File: config.mk
export PLATFORM = sky130hd
export DESIGN_NAME = adc_control_register_bank
export DESIGN_NICKNAME = d
export VERILOG_FILES = /design/src/adc_regs_pkg.sv /design/src/adc_control_register_bank.sv /design/src/sync_delay.sv
export SDC_FILE = /design/constraint.sdc
export NUM_CORES = 2
export LEC_CHECK = 0
export BUFFER_PORTS_ARGS = -buffer_cell sky130_fd_sc_hd__buf_4
export CORE_MARGIN = 2
export CORE_UTILIZATION = 50
export DETAILED_ROUTE_END_ITERATION = 12
export PLACE_DENSITY = 0.76
export SYNTH_ARGS = -nofsm -noshare
export SYNTH_HDL_FRONTEND = slang
export SYNTH_SLANG_ARGS = --single-unit
File: constraint.sdc
create_clock -name clk -period 3.43 [get_ports clk]
set_clock_uncertainty 0.15 [all_clocks]
set_input_delay 0.343 -clock clk [delete_from_list [all_inputs] [get_ports clk]]
set_output_delay 0.343 -clock clk [all_outputs]
set_load 0.01 [all_outputs]
File: src/adc_regs_pkg.sv
// register map, field positions, reset values and carrier types of the adc register bank
package adc_regs_pkg;

  // word index of each register; byte address is four times the index
  localparam logic [5:0] CONTROL_A_IDX        = 6'h00;
  localparam logic [5:0] REFERENCE_CONTROL_IDX = 6'h01;
  localparam logic [5:0] AVERAGING_CONTROL_IDX = 6'h02;
  localparam logic [5:0] SAMPLE_TIME_IDX      = 6'h03;
  localparam logic [5:0] CONTROL_B_IDX        = 6'h04;
  localparam logic [5:0] WINDOW_CONTROL_IDX   = 6'h08;
  localparam logic [5:0] SOFTWARE_TRIGGER_IDX = 6'h0C;
  localparam logic [5:0] INPUT_SELECTION_IDX  = 6'h10;
  localparam logic [5:0] EVENT_CONTROL_IDX    = 6'h14;
  localparam logic [5:0] IRQ_ENABLE_CLEAR_IDX = 6'h16;
  localparam logic [5:0] IRQ_ENABLE_SET_IDX   = 6'h17;
  localparam logic [5:0] IRQ_FLAGS_IDX        = 6'h18;
  localparam logic [5:0] SYNC_STATUS_IDX      = 6'h19;
  localparam logic [5:0] RESULT_IDX           = 6'h1A;
  localparam logic [5:0] WINDOW_LOWER_IDX     = 6'h1C;
  localparam logic [5:0] WINDOW_UPPER_IDX     = 6'h20;
  localparam logic [5:0] GAIN_CORRECTION_IDX  = 6'h24;
  localparam logic [5:0] OFFSET_CORRECTION_IDX = 6'h26;
  localparam logic [5:0] CALIBRATION_IDX      = 6'h28;
  localparam logic [5:0] DEBUG_CONTROL_IDX    = 6'h2A;
  localparam int         NREG                 = 43;

  localparam logic [31:0] REG_RESET = 32'h0000_0000;

  // control_a fields
  localparam int SOFT_RESET_BIT      = 0;
  localparam int ENABLE_BIT          = 1;
  localparam int KEEP_RUNNING_BIT    = 2;
  // reference_control fields
  localparam int REF_COMP_BIT        = 7;
  // sync_status fields
  localparam int SYNC_BUSY_BIT       = 7;
  // software_trigger fields
  localparam int FLUSH_BIT           = 0;
  localparam int START_BIT           = 1;
  // event_control fields
  localparam int START_EI_BIT        = 0;
  localparam int RESULT_READY_EO_BIT = 4;
  localparam int WINDOW_EO_BIT       = 5;
  // shared bit order of irq_flags, irq_enable_set and irq_enable_clear
  localparam int RESULT_READY_BIT    = 0;
  localparam int OVERRUN_BIT         = 1;
  localparam int WINDOW_MATCH_BIT    = 2;
  localparam int SYNC_READY_BIT      = 3;
  localparam int IRQ_BITS            = 4;

  // cycles a write spends crossing into the converter side
  localparam int SYNC_CYCLES = 4;

  typedef struct packed {
    logic [3:0]  reference_select;
    logic [6:0]  averaging;
    logic [5:0]  sample_time;
    logic [10:0] control_b;
    logic [2:0]  window_mode;
    logic [27:0] input_selection;
    logic [15:0] window_lower_threshold;
    logic [15:0] window_upper_threshold;
    logic [11:0] gain_correction;
    logic [11:0] offset_correction;
    logic [10:0] calibration;
    logic        debug_run;
  } adc_config_t;

  // writable bits of each register; all others ignore writes and read zero, except sync_status bit 7 and result bits 15:0
  function automatic logic [31:0] write_mask(input logic [5:0] idx);
    case (idx)
      CONTROL_A_IDX:         write_mask = 32'h0000_0007;
      REFERENCE_CONTROL_IDX: write_mask = 32'h0000_008F;
      AVERAGING_CONTROL_IDX: write_mask = 32'h0000_007F;
      SAMPLE_TIME_IDX:       write_mask = 32'h0000_003F;
      CONTROL_B_IDX:         write_mask = 32'h0000_073F;
      WINDOW_CONTROL_IDX:    write_mask = 32'h0000_0007;
      SOFTWARE_TRIGGER_IDX:  write_mask = 32'h0000_0003;
      INPUT_SELECTION_IDX:   write_mask = 32'h0FFF_1F1F;
      EVENT_CONTROL_IDX:     write_mask = 32'h0000_0033;
      IRQ_ENABLE_CLEAR_IDX,
      IRQ_ENABLE_SET_IDX,
      IRQ_FLAGS_IDX:         write_mask = 32'h0000_000F;
      WINDOW_LOWER_IDX,
      WINDOW_UPPER_IDX:      write_mask = 32'h0000_FFFF;
      GAIN_CORRECTION_IDX,
      OFFSET_CORRECTION_IDX: write_mask = 32'h0000_0FFF;
      CALIBRATION_IDX:       write_mask = 32'h0000_07FF;
      DEBUG_CONTROL_IDX:     write_mask = 32'h0000_0001;
      default:               write_mask = 32'h0000_0000;
    endcase
  endfunction

  function automatic logic write_protected(input logic [5:0] idx);
    write_protected = idx inside {CONTROL_A_IDX, REFERENCE_CONTROL_IDX,
      AVERAGING_CONTROL_IDX, SAMPLE_TIME_IDX, CONTROL_B_IDX, WINDOW_CONTROL_IDX,
      INPUT_SELECTION_IDX, EVENT_CONTROL_IDX, WINDOW_LOWER_IDX, WINDOW_UPPER_IDX,
      GAIN_CORRECTION_IDX, OFFSET_CORRECTION_IDX, CALIBRATION_IDX, DEBUG_CONTROL_IDX};
  endfunction

  function automatic logic enable_protected(input logic [5:0] idx);
    enable_protected = idx inside {AVERAGING_CONTROL_IDX, SAMPLE_TIME_IDX,
      CALIBRATION_IDX};
  endfunction

  function automatic logic write_synced(input logic [5:0] idx);
    write_synced = idx inside {CONTROL_A_IDX, CONTROL_B_IDX, SOFTWARE_TRIGGER_IDX,
      WINDOW_CONTROL_IDX, INPUT_SELECTION_IDX, WINDOW_LOWER_IDX, WINDOW_UPPER_IDX};
  endfunction

  function automatic logic read_synced(input logic [5:0] idx);
    read_synced = idx inside {SOFTWARE_TRIGGER_IDX, INPUT_SELECTION_IDX};
  endfunction

endpackage

File: src/adc_control_register_bank.sv
// adc register bank with wishbone slave, protection, sync handshake and interrupts
//
// Summary of operation
// - 8, 16 and 32 bit accesses via byte selects; registers 8/16/32 bits.
// - every byte lane of a register is written on its own; reads return the whole word.
// - write-protected registers ignore writes while access controller protects.
// - enable-protected registers ignore writes while the converter is enabled.
// - keep-running bit 2 of control_a keeps converter alive in standby.
// - enable bit reads back at once; actual enable follows after sync.
// - soft reset returns all but debug_control to reset and disables.
// - a write setting soft reset discards all other bits written.
// - soft reset reads one until done; it and sync busy clear together.
// - reference_control bit 7 drives reference buffer offset compensation.
// - enable set writes of one enable, enable clear writes disable.
// - flags set on event, clear on written one; irq while flag and enable.
// - synced access while busy stalls the bus, then completes normally.
// - control bits and listed registers pass a sync delay with busy set.
//
// Chosen here: the Wishbone interface to the registers.
`timescale 1ns/10ps
module adc_control_register_bank #(
  parameter int SYNC_CYCLES = adc_regs_pkg::SYNC_CYCLES
) (
  input  wire logic               clk,
  input  wire logic               arst_n,
  input  wire logic               wb_cyc_i,
  input  wire logic               wb_stb_i,
  input  wire logic               wb_we_i,
  input  wire logic [7:0]         wb_adr_i,
  input  wire logic [3:0]         wb_sel_i,
  input  wire logic [31:0]        wb_dat_i,
  output logic      [31:0]        wb_dat_o,
  output logic                    wb_ack_o,
  input  wire logic               access_protect,
  input  wire logic               standby_sleep,
  input  wire logic               result_ready_in,
  input  wire logic               overrun_in,
  input  wire logic               window_match_in,
  input  wire logic [15:0]        result_value,
  input  wire logic               start_event_in,
  output logic                    irq,
  output logic                    converter_enabled,
  output logic                    converter_run,
  output logic                    ref_buffer_offset_comp,
  output adc_regs_pkg::adc_config_t config_out,
  output logic                    start_pulse,
  output logic                    flush_pulse,
  output logic                    result_ready_event,
  output logic                    window_match_event
);

  typedef struct packed {
    // every word of the map; bits outside write_mask never leave zero
    logic [adc_regs_pkg::NREG-1:0][31:0] regs;
    // ack and read data launch from the same edge
    logic                                ack;
    logic [31:0]                         rdata;
    // control_a bit 0 view while the reset crosses over
    logic                                soft_reset_pending;
    // start and flush wait here until the crossing completes
    logic [1:0]                          trigger_pending;
    // actual enable, lags the stored enable bit by the sync delay
    logic                                enabled;
    logic                                start_p;
    logic                                flush_p;
    logic                                rr_event;
    logic                                wm_event;
  } bank_state_t;

  bank_state_t state;
  bank_state_t next_state;

  logic        sync_start;
  logic        sync_busy_a;
  logic        sync_done;
  logic        request;
  logic        stall;
  logic        in_map;
  logic        allowed;
  logic [5:0]  idx;
  logic [31:0] lanes;
  logic [31:0] wmask;
  logic [31:0] wdata;
  logic [3:0]  irq_enables;
  logic [3:0]  irq_flags;
  logic [3:0]  irq_pending;
  logic        take;
  logic        commit;
  logic        soft_reset_write;

  // one shared crossing: a second synced access stalls rather than queues
  sync_delay #(
    .CYCLES (SYNC_CYCLES)
  ) u_sync (
    .clk    (clk),
    .arst_n (arst_n),
    .start  (sync_start),
    .busy   (sync_busy_a),
    .done   (sync_done)
  );

  assign request = wb_cyc_i && wb_stb_i;
  assign idx     = wb_adr_i[7:2];
  assign in_map  = idx < 6'(adc_regs_pkg::NREG);
  assign wdata   = wb_dat_i;

  // accepted request: ack and read data follow on the next edge
  assign take = request && !state.ack && !stall;
  // write lands on the edge where the master samples ack; a protected
  // or unmapped target still gets its ack, never an error
  assign commit = request && state.ack && wb_we_i && in_map && allowed;
  assign soft_reset_write = commit && (idx == adc_regs_pkg::CONTROL_A_IDX)
    && wb_sel_i[0] && wdata[adc_regs_pkg::SOFT_RESET_BIT];

  for (genvar lane = 0; lane < 4; lane++) begin : g_lane
    assign lanes[8*lane +: 8] = {8{wb_sel_i[lane]}};
  end
  assign wmask = lanes & adc_regs_pkg::write_mask(idx);

  assign allowed = !(adc_regs_pkg::write_protected(idx) && access_protect)
    && !(adc_regs_pkg::enable_protected(idx)
         && (state.enabled || state.regs[adc_regs_pkg::CONTROL_A_IDX][adc_regs_pkg::ENABLE_BIT]));

  // status and plain registers never stall, so software can poll busy
  // stall synced access while busy
  assign stall = sync_busy_a && (wb_we_i ? adc_regs_pkg::write_synced(idx)
                                          : adc_regs_pkg::read_synced(idx));

  assign irq_enables = state.regs[adc_regs_pkg::IRQ_ENABLE_SET_IDX][3:0];
  assign irq_flags   = state.regs[adc_regs_pkg::IRQ_FLAGS_IDX][3:0];

  // read mux runs at take time; a stalled read sees the settled value
  function automatic logic [31:0] read_value(input bank_state_t s,
                                             input logic [5:0] i,
                                             input logic map_hit,
                                             input logic busy,
                                             input logic [15:0] result);
    read_value = 32'h0000_0000;
    if (map_hit) begin
      case (i)
        adc_regs_pkg::CONTROL_A_IDX: begin
          read_value = s.regs[i] | {31'h0000_0000, s.soft_reset_pending};
        end
        adc_regs_pkg::IRQ_ENABLE_CLEAR_IDX: begin
          read_value = s.regs[adc_regs_pkg::IRQ_ENABLE_SET_IDX];
        end
        adc_regs_pkg::SYNC_STATUS_IDX: begin
          read_value = {24'h00_0000, busy, 7'h00};
        end
        adc_regs_pkg::RESULT_IDX: begin
          read_value = {16'h0000, result};
        end
        adc_regs_pkg::SOFTWARE_TRIGGER_IDX: begin
          read_value = {30'h0000_0000, s.trigger_pending};
        end
        default: begin
          read_value = s.regs[i];
        end
      endcase
    end
  endfunction

  always_comb begin
    next_state          = state;
    next_state.ack      = 1'b0;
    next_state.start_p  = 1'b0;
    next_state.flush_p  = 1'b0;
    sync_start          = 1'b0;

    // answer one cycle after the request is taken, data registered with ack
    if (take) begin
      next_state.ack   = 1'b1;
      next_state.rdata = read_value(state, idx, in_map, sync_busy_a, result_value);
    end

    // write commits at the edge where the master samples ack
    if (commit) begin
      if (soft_reset_write) begin
        next_state.soft_reset_pending = 1'b1;
        sync_start                    = 1'b1;
      end else begin
        case (idx)
          adc_regs_pkg::IRQ_ENABLE_CLEAR_IDX: begin
            next_state.regs[adc_regs_pkg::IRQ_ENABLE_SET_IDX] =
              state.regs[adc_regs_pkg::IRQ_ENABLE_SET_IDX] & ~(wdata & wmask);
          end
          adc_regs_pkg::IRQ_ENABLE_SET_IDX: begin
            next_state.regs[idx] = state.regs[idx] | (wdata & wmask);
          end
          adc_regs_pkg::IRQ_FLAGS_IDX: begin
            next_state.regs[idx] = state.regs[idx] & ~(wdata & wmask);
          end
          adc_regs_pkg::SOFTWARE_TRIGGER_IDX: begin
            next_state.trigger_pending = state.trigger_pending | wdata[1:0] & wmask[1:0];
            sync_start                 = |wmask[1:0];
          end
          adc_regs_pkg::SYNC_STATUS_IDX,
          adc_regs_pkg::RESULT_IDX: begin
            next_state.regs[idx] = state.regs[idx];
          end
          default: begin
            next_state.regs[idx] = (state.regs[idx] & ~wmask) | (wdata & wmask);
            sync_start = adc_regs_pkg::write_synced(idx) && (|wmask);
          end
        endcase
      end
    end

    if (sync_done) begin
      if (state.soft_reset_pending) begin
        // all but debug_control reset
        // flags and enables go too; sync ready, set on this same edge, marks the end
        next_state.regs = '0;
        next_state.regs[adc_regs_pkg::DEBUG_CONTROL_IDX] =
          state.regs[adc_regs_pkg::DEBUG_CONTROL_IDX];
        next_state.enabled            = 1'b0;
        next_state.trigger_pending    = 2'b00;
        next_state.soft_reset_pending = 1'b0;
      end else begin
        // start and flush leave as pulses on the edge after done
        // actual enable changes late
        next_state.enabled =
          state.regs[adc_regs_pkg::CONTROL_A_IDX][adc_regs_pkg::ENABLE_BIT];
        next_state.start_p         = state.trigger_pending[adc_regs_pkg::START_BIT];
        next_state.flush_p         = state.trigger_pending[adc_regs_pkg::FLUSH_BIT];
        next_state.trigger_pending = 2'b00;
      end
    end

    // input event already lives on this clock: no crossing, no stall
    if (start_event_in
        && state.regs[adc_regs_pkg::EVENT_CONTROL_IDX][adc_regs_pkg::START_EI_BIT]) begin
      next_state.start_p = 1'b1;
    end

    next_state.rr_event = result_ready_in
      && state.regs[adc_regs_pkg::EVENT_CONTROL_IDX][adc_regs_pkg::RESULT_READY_EO_BIT];
    next_state.wm_event = window_match_in
      && state.regs[adc_regs_pkg::EVENT_CONTROL_IDX][adc_regs_pkg::WINDOW_EO_BIT];

    if (result_ready_in) begin
      next_state.regs[adc_regs_pkg::IRQ_FLAGS_IDX][adc_regs_pkg::RESULT_READY_BIT] = 1'b1;
    end
    if (overrun_in) begin
      next_state.regs[adc_regs_pkg::IRQ_FLAGS_IDX][adc_regs_pkg::OVERRUN_BIT] = 1'b1;
    end
    if (window_match_in) begin
      next_state.regs[adc_regs_pkg::IRQ_FLAGS_IDX][adc_regs_pkg::WINDOW_MATCH_BIT] = 1'b1;
    end
    if (sync_done) begin
      next_state.regs[adc_regs_pkg::IRQ_FLAGS_IDX][adc_regs_pkg::SYNC_READY_BIT] = 1'b1;
    end
  end

  always_ff @(posedge clk or negedge arst_n) begin
    if (!arst_n) begin
      state <= '0;
    end else begin
      state <= next_state;
    end
  end

  assign wb_dat_o  = state.rdata;
  assign wb_ack_o  = state.ack;

  for (genvar src = 0; src < adc_regs_pkg::IRQ_BITS; src++) begin : g_irq
    assign irq_pending[src] = irq_flags[src] && irq_enables[src];
  end
  // level output: stays up until the flag or its enable goes
  assign irq = |irq_pending;

  assign converter_enabled = state.enabled;
  assign converter_run = state.enabled && (!standby_sleep
    || state.regs[adc_regs_pkg::CONTROL_A_IDX][adc_regs_pkg::KEEP_RUNNING_BIT]);
  assign ref_buffer_offset_comp =
    state.regs[adc_regs_pkg::REFERENCE_CONTROL_IDX][adc_regs_pkg::REF_COMP_BIT];

  assign start_pulse        = state.start_p;
  assign flush_pulse        = state.flush_p;
  assign result_ready_event = state.rr_event;
  assign window_match_event = state.wm_event;

  // field views for the converter side; widths follow the package carrier
  always_comb begin
    config_out.reference_select       = state.regs[adc_regs_pkg::REFERENCE_CONTROL_IDX][3:0];
    config_out.averaging              = state.regs[adc_regs_pkg::AVERAGING_CONTROL_IDX][6:0];
    config_out.sample_time            = state.regs[adc_regs_pkg::SAMPLE_TIME_IDX][5:0];
    config_out.control_b              = state.regs[adc_regs_pkg::CONTROL_B_IDX][10:0];
    config_out.window_mode            = state.regs[adc_regs_pkg::WINDOW_CONTROL_IDX][2:0];
    config_out.input_selection        = state.regs[adc_regs_pkg::INPUT_SELECTION_IDX][27:0];
    config_out.window_lower_threshold = state.regs[adc_regs_pkg::WINDOW_LOWER_IDX][15:0];
    config_out.window_upper_threshold = state.regs[adc_regs_pkg::WINDOW_UPPER_IDX][15:0];
    config_out.gain_correction        = state.regs[adc_regs_pkg::GAIN_CORRECTION_IDX][11:0];
    config_out.offset_correction      = state.regs[adc_regs_pkg::OFFSET_CORRECTION_IDX][11:0];
    config_out.calibration            = state.regs[adc_regs_pkg::CALIBRATION_IDX][10:0];
    config_out.debug_run              = state.regs[adc_regs_pkg::DEBUG_CONTROL_IDX][0];
  end

endmodule

File: src/sync_delay.sv
// fixed-length crossing delay with busy level and completion pulse
`timescale 1ns/10ps
module sync_delay #(
  parameter int CYCLES = adc_regs_pkg::SYNC_CYCLES
) (
  input  wire logic clk,
  input  wire logic arst_n,
  input  wire logic start,
  output logic      busy,
  output logic      done
);

  typedef struct packed {
    logic       busy;
    logic [7:0] count;
  } delay_state_t;

  delay_state_t state;
  delay_state_t next_state;

  localparam logic [7:0] LAST = 8'(CYCLES - 1);

  always_comb begin
    next_state = state;
    if (state.busy) begin
      next_state.count = state.count + 8'h01;
      if (state.count == LAST) begin
        next_state.busy = 1'b0;
      end
    end else if (start) begin
      next_state.busy  = 1'b1;
      next_state.count = 8'h00;
    end
  end

  always_ff @(posedge clk or negedge arst_n) begin
    if (!arst_n) begin
      state <= '0;
    end else begin
      state <= next_state;
    end
  end

  assign busy = state.busy;
  // busy falls on the same edge that consumes done
  assign done = state.busy && (state.count == LAST);

endmodule

# [Word-level counts from Yosys, hierarchy flattened]
# Memory sizes are Yosys's and may differ from the RTL's.
# Index checks and enable logic that the tools add are counted.
# W data, S select, Z words.
[word_totals] register_bits=1426 romBits=1792 out_inout_bits=168 memories=1
[classes] add_sub_neg=1 magnitude_cmp=3 eq_ne=22 mux=38 n_bitwise=12 n_reduce_logical=47
[mem_list] memory="(no name shown)" words=64 width=28 read_ports=1 rd_ports_with_merged_regs=0 write_ports=0 line_no="adc_regs_pkg.sv:71" source="case (idx)"
[op_table] op="$bwmux W1376" count=4
[op_table] op="$mux W1376" count=4
[op_table] op="$pmux W736 S4" count=1
[op_table] op="$pmux W608 S4" count=1
[op_table] op="$pmux W32 S5" count=2
[op_table] op="$bmux W32 S6" count=1
[op_table] op="$demux W32 S6" count=1
[op_table] op="$and A32 B32 Y32" count=5
[op_table] op="$mux W32" count=3
[op_table] op="$not A32 Y32" count=2
[op_table] op="$or A32 B32 Y32" count=2
[op_table] op="$eq A6 B5 Y1 const B" count=8
[op_table] op="$mux W33" count=1
[op_table] op="$or A32 B1 Y32" count=1
[op_table] op="$reduce_or A32 Y1" count=1
[op_table] op="$eq A6 B6 Y1 const B" count=5
[op_table] op="$logic_and A1 B1 Y1" count=25
[op_table] op="$mux W9" count=2
[op_table] op="$reduce_bool A14 Y1" count=1
[op_table] op="$eq A6 B2 Y1 const B" count=2
[op_table] op="$eq A6 B4 Y1 const B" count=2
[op_table] op="$mux W1" count=12
[op_table] op="$add A8 B1 Y8 const B" count=1
[op_table] op="$eq A8 B2 Y1 const B" count=1
[op_table] op="other kinds (22)" count=35

# [Longest topological paths before layout]
[logic_depth] word_depth=14 depth_mapped=15 mapped_depth_nobuf=8

# [Modules after synthesis]
# A second synthesis with hierarchy kept.
[hier_totals] cells_unflattened=4786 area_unflattened_um2=61976.9
[by_module_without_submodules] mod="adc_control_register_bank" n_inst=1 cells_each=4740 area_per_inst_um2=61490.2 seq_area_each_um2=35459.0
[by_module_without_submodules] mod="sync_delay" n_inst=1 cells_each=46 area_per_inst_um2=486.7 seq_area_each_um2=225.2

# [Worst setup path before layout]
# Ideal clock, no wire load.
[synth_timing] path_kind="input to register" from="input port wb_adr_i[2]" to="register state[381] in the netlist's numbering" setup_time_ns=0.121 arrival_time_ns=2.646 t_required_ns=3.159 path_slack_ns=0.513 path_stages=11 n_path_buf=6 path_cell_list="buf_6 -> buf_6 -> buf_6 -> buf_6 -> buf_4 -> mux4_2 -> a22oi_1 -> nand2_2 -> a221o_1 -> buf_6 -> a22o_1"
[synth_rtl] item="from (decl)" line_no="adc_control_register_bank.sv:29" source="input wire logic [7:0] wb_adr_i,"
[synth_rtl] item="to (signal assigned)" line_no="adc_control_register_bank.sv:259" source="state <= next_state;"
[synth_rtl] item="to (decl)" line_no="adc_control_register_bank.sv:70" source="bank_state_t state;"

==> run metrics <==
outcome=finished clean; die height=360 um; max-capacitance violation count=0; Sw Ratio=24.1%; CTS Sinks=around 1400; Pint=approximately 28000 uW; drt first pass iters=6; Yosys top cell area share=between 50% and 60%; largest net degree at the start of global routing=180; GRT Total Usage=35.1%; mapped cell area=0.0634 sq mm; RSZ-0062 raised after global routing=false; Worst-Skew Late Latency=0.80 ns; TritonCTS Buffers=149; switching power total=8760 uW; vias in the first global route=46900; ys flop type=dfrtp_1; fin nets=5656; Clk network pwr share=45.6%; Detailed Route Iter0 Violations=between 6000 and 7000; power per cell area=485 mW/mm^2; LEAKAGE=0.0354 uW; fraction of layout cells with a size suffix above 1=between 20% and 30%; Setup Viol. Count Final=0; CTS tree=yes; crit path kind=in -> reg; maximum vdd drop=between 0.4 and 0.5 mV; WL/cell=around 31 um; initial antenna violation count=10; post-synthesis cell type count=105; post-route ant nets=0; worst min-delay path class=in -> reg; met3 routed wirelength=27.6 mm; routability cong.=1.05; H-tree depth=4; crit-path max FO=44; Core ar.=0.126 sq mm; Slew Limit Fails=0; Row Count=130; number of flops mapped to enable cells by yosys=0; Power Total=36300 uW; post-detail-place hpwl=159 mm; setup tns final=0 ns; Seq/Total Area, Yosys=56.3%; CP Data Arrival Time=3.94 ns; CP Data Required Time=3.97 ns; detailed-route via count=roughly 47000; Die W=360 um; CP endpoint kind=register; clk buf depth=3; port buffer count=232; Slew HR=22.9%; Worst-Margin Slew=~1.1 ns; vias per std cell=6.35; total grt overflow=0; max layer used=met5; Startpoint Class=input pin; synthesized area per cell=roughly 12 sq um; area leader, netlist=dfrtp_1; die area=roughly 0.13 sq mm; area grow syn2layout=18.2%; CTS root buffer=clkbuf_16; num ports=about 240; WL met1=90.6 mm; Mapped Nets=5233; achievable clock frequency=0.294 GHz; synth warn=0; Filler cells=9628; clock slew seen by the registers of the worst setup and hold paths=0.06 ns; DRC errors left=0; wirelength, routed=~230 mm; first-pass GRT wire length=approximately 330 mm; most frequent cell after synthesis=dfrtp_1; Final Hold Vio Count=0; buffer count from post-CTS setup fixing=0; Tmin final=3.40 ns; Post-Syn Instances=5161; Post-synth ARST share=100%; met2 wire length=96.0 mm; starting density of the core=50.4%; Final Cycle Share=between 90 and 100%; Flop pwr share=46.7%; #FFs+latches synth=between 1000 and 1500; largest cells by area after synthesis=dfrtp_1, mux4_2, and2_1; logic gate share of total power=a little under 8%; Commonest cells post-synth=dfrtp_1, and2_1, nand2_1, o21ai_0, mux4_2
## per-layer routing
layer  GRT usage, %  up-vias
met5              0        -
met4           18.3        8
met3           11.7      581
met2           49.1     3015
met1           48.6    24100
li1               -    19000
## metrics by stage
stage	cell area, sq um	worst slack (ns)	util [%]	hold slack (ns)	instances
after global routing	74900	0.0130	59.6	0.0646	7346
after global placement	69500	-0.226	55.2	0.210	7040
final	74900	0.0335	59.6	0.0451	7348
after CTS	74900	0.0383	59.5	0.000764	7344
after floorplan	63400	0.513	-	-0.103	5161
after detailed placement	69500	-0.237	55.2	0.212	7040
## final timing paths
path	startpoint	slack (ns)	cells past startpoint	end
worst max-delay path	wb_adr_i[7]	0.03	13	config_out[62]
min in group asynchronous	arst_n	0.11	2	config_out[119]
worst min register to register	state[1389]	0.23	0	state[1389]
max in group asynchronous	arst_n	1.77	4	state[800]
worst max register to register	u_sync.state[0]	0.06	8	state[161]
worst min-delay path	result_value[3]	0.05	4	wb_dat_o[3]
## power by group through the flow
stage               Sequential [uW]  Clock, uW  Combinational (uW)
global placement              17300          0                2650
floorplan                     17200          0                1090
finish                        17000      16600                2790
CTS                           17000      16700                2720
global route                  17000      17400                2880
detailed placement            17300          0                2670
## logic make-up (layout without fill, tap and decap cells)
kind of cell,Yosys count,in the layout,share of synthesized area (%)
buf+inv,589,1124,5.79
other cells,0,2,0
fa+ha+maj,1,1,0.0197
simple gates,1656,1656,14.0
compound gates,1038,1038,11.0
mux,446,446,12.8
xor+xnor,5,5,0.0691
flops,1426,1426,56.3
## registers in the layout, summed over array words and instances (netlist names)
name / cells
u_sync.busy: 1
ref_buffer_offset_comp: 1
flush_pulse: 1
result_ready_event: 1
state: 1243
wb_dat_o: 32
irq_flags: 4
config_out: 127
irq_enables: 4
window_match_event: 1
start_pulse: 1
u_sync.state: 8
converter_enabled: 1
wb_ack_o: 1
## critical path: stages
cell and delay (ns):
dlygate4sd3_1 0.54, buf_4 0.17, buf_12 0.19, or2_2 0.43, nor2_1 0.47, buf_4 0.26
and3_1 0.35, a2111oi_0 0.14, buf_4 0.19, a31oi_2 0.40, buf_4 0.18, nand2_1 0.05
a21oi_1 0.17
## cell usage in the layout (no fill, tap or decap), drive strengths merged, types with 31 or more instances in the layout
cell type,instances
nand2,472
a22oi,64
o21ai,389
a21oi,143
nand3,51
and2,837
o2bb2ai,41
clkinv,31
dfrtp,1426
a22o,136
nor3,70
buf,811
mux4,283
mux2i,150
clkbuf,209
dlygate4sd3,41
a31oi,39
nor2,111
## cell type report
type | instances | area (sq um) | area share [%]
clock inverters | 56 | 653 | 0.872
clock buffers | 207 | 4340 | 5.79
multi-input cells | 3146 | 24200 | 32.3
diodes | 2 | 5.00 | 0.00668
well taps | 1650 | 2060 | 2.76
flip-flops and latches | 1426 | 35700 | 47.6
inverters | 7 | 27.5 | 0.0367
repair buffers | 854 | 7960 | 10.6
## timing repair
item / CTS / global route
resized for setup: 0 / 4
hold endpoints to repair: 334 / 0
hold buffers: 41 / 0
endpoints found under the setup margin: 0 / 5
Power figures use the tool's default switching activity.
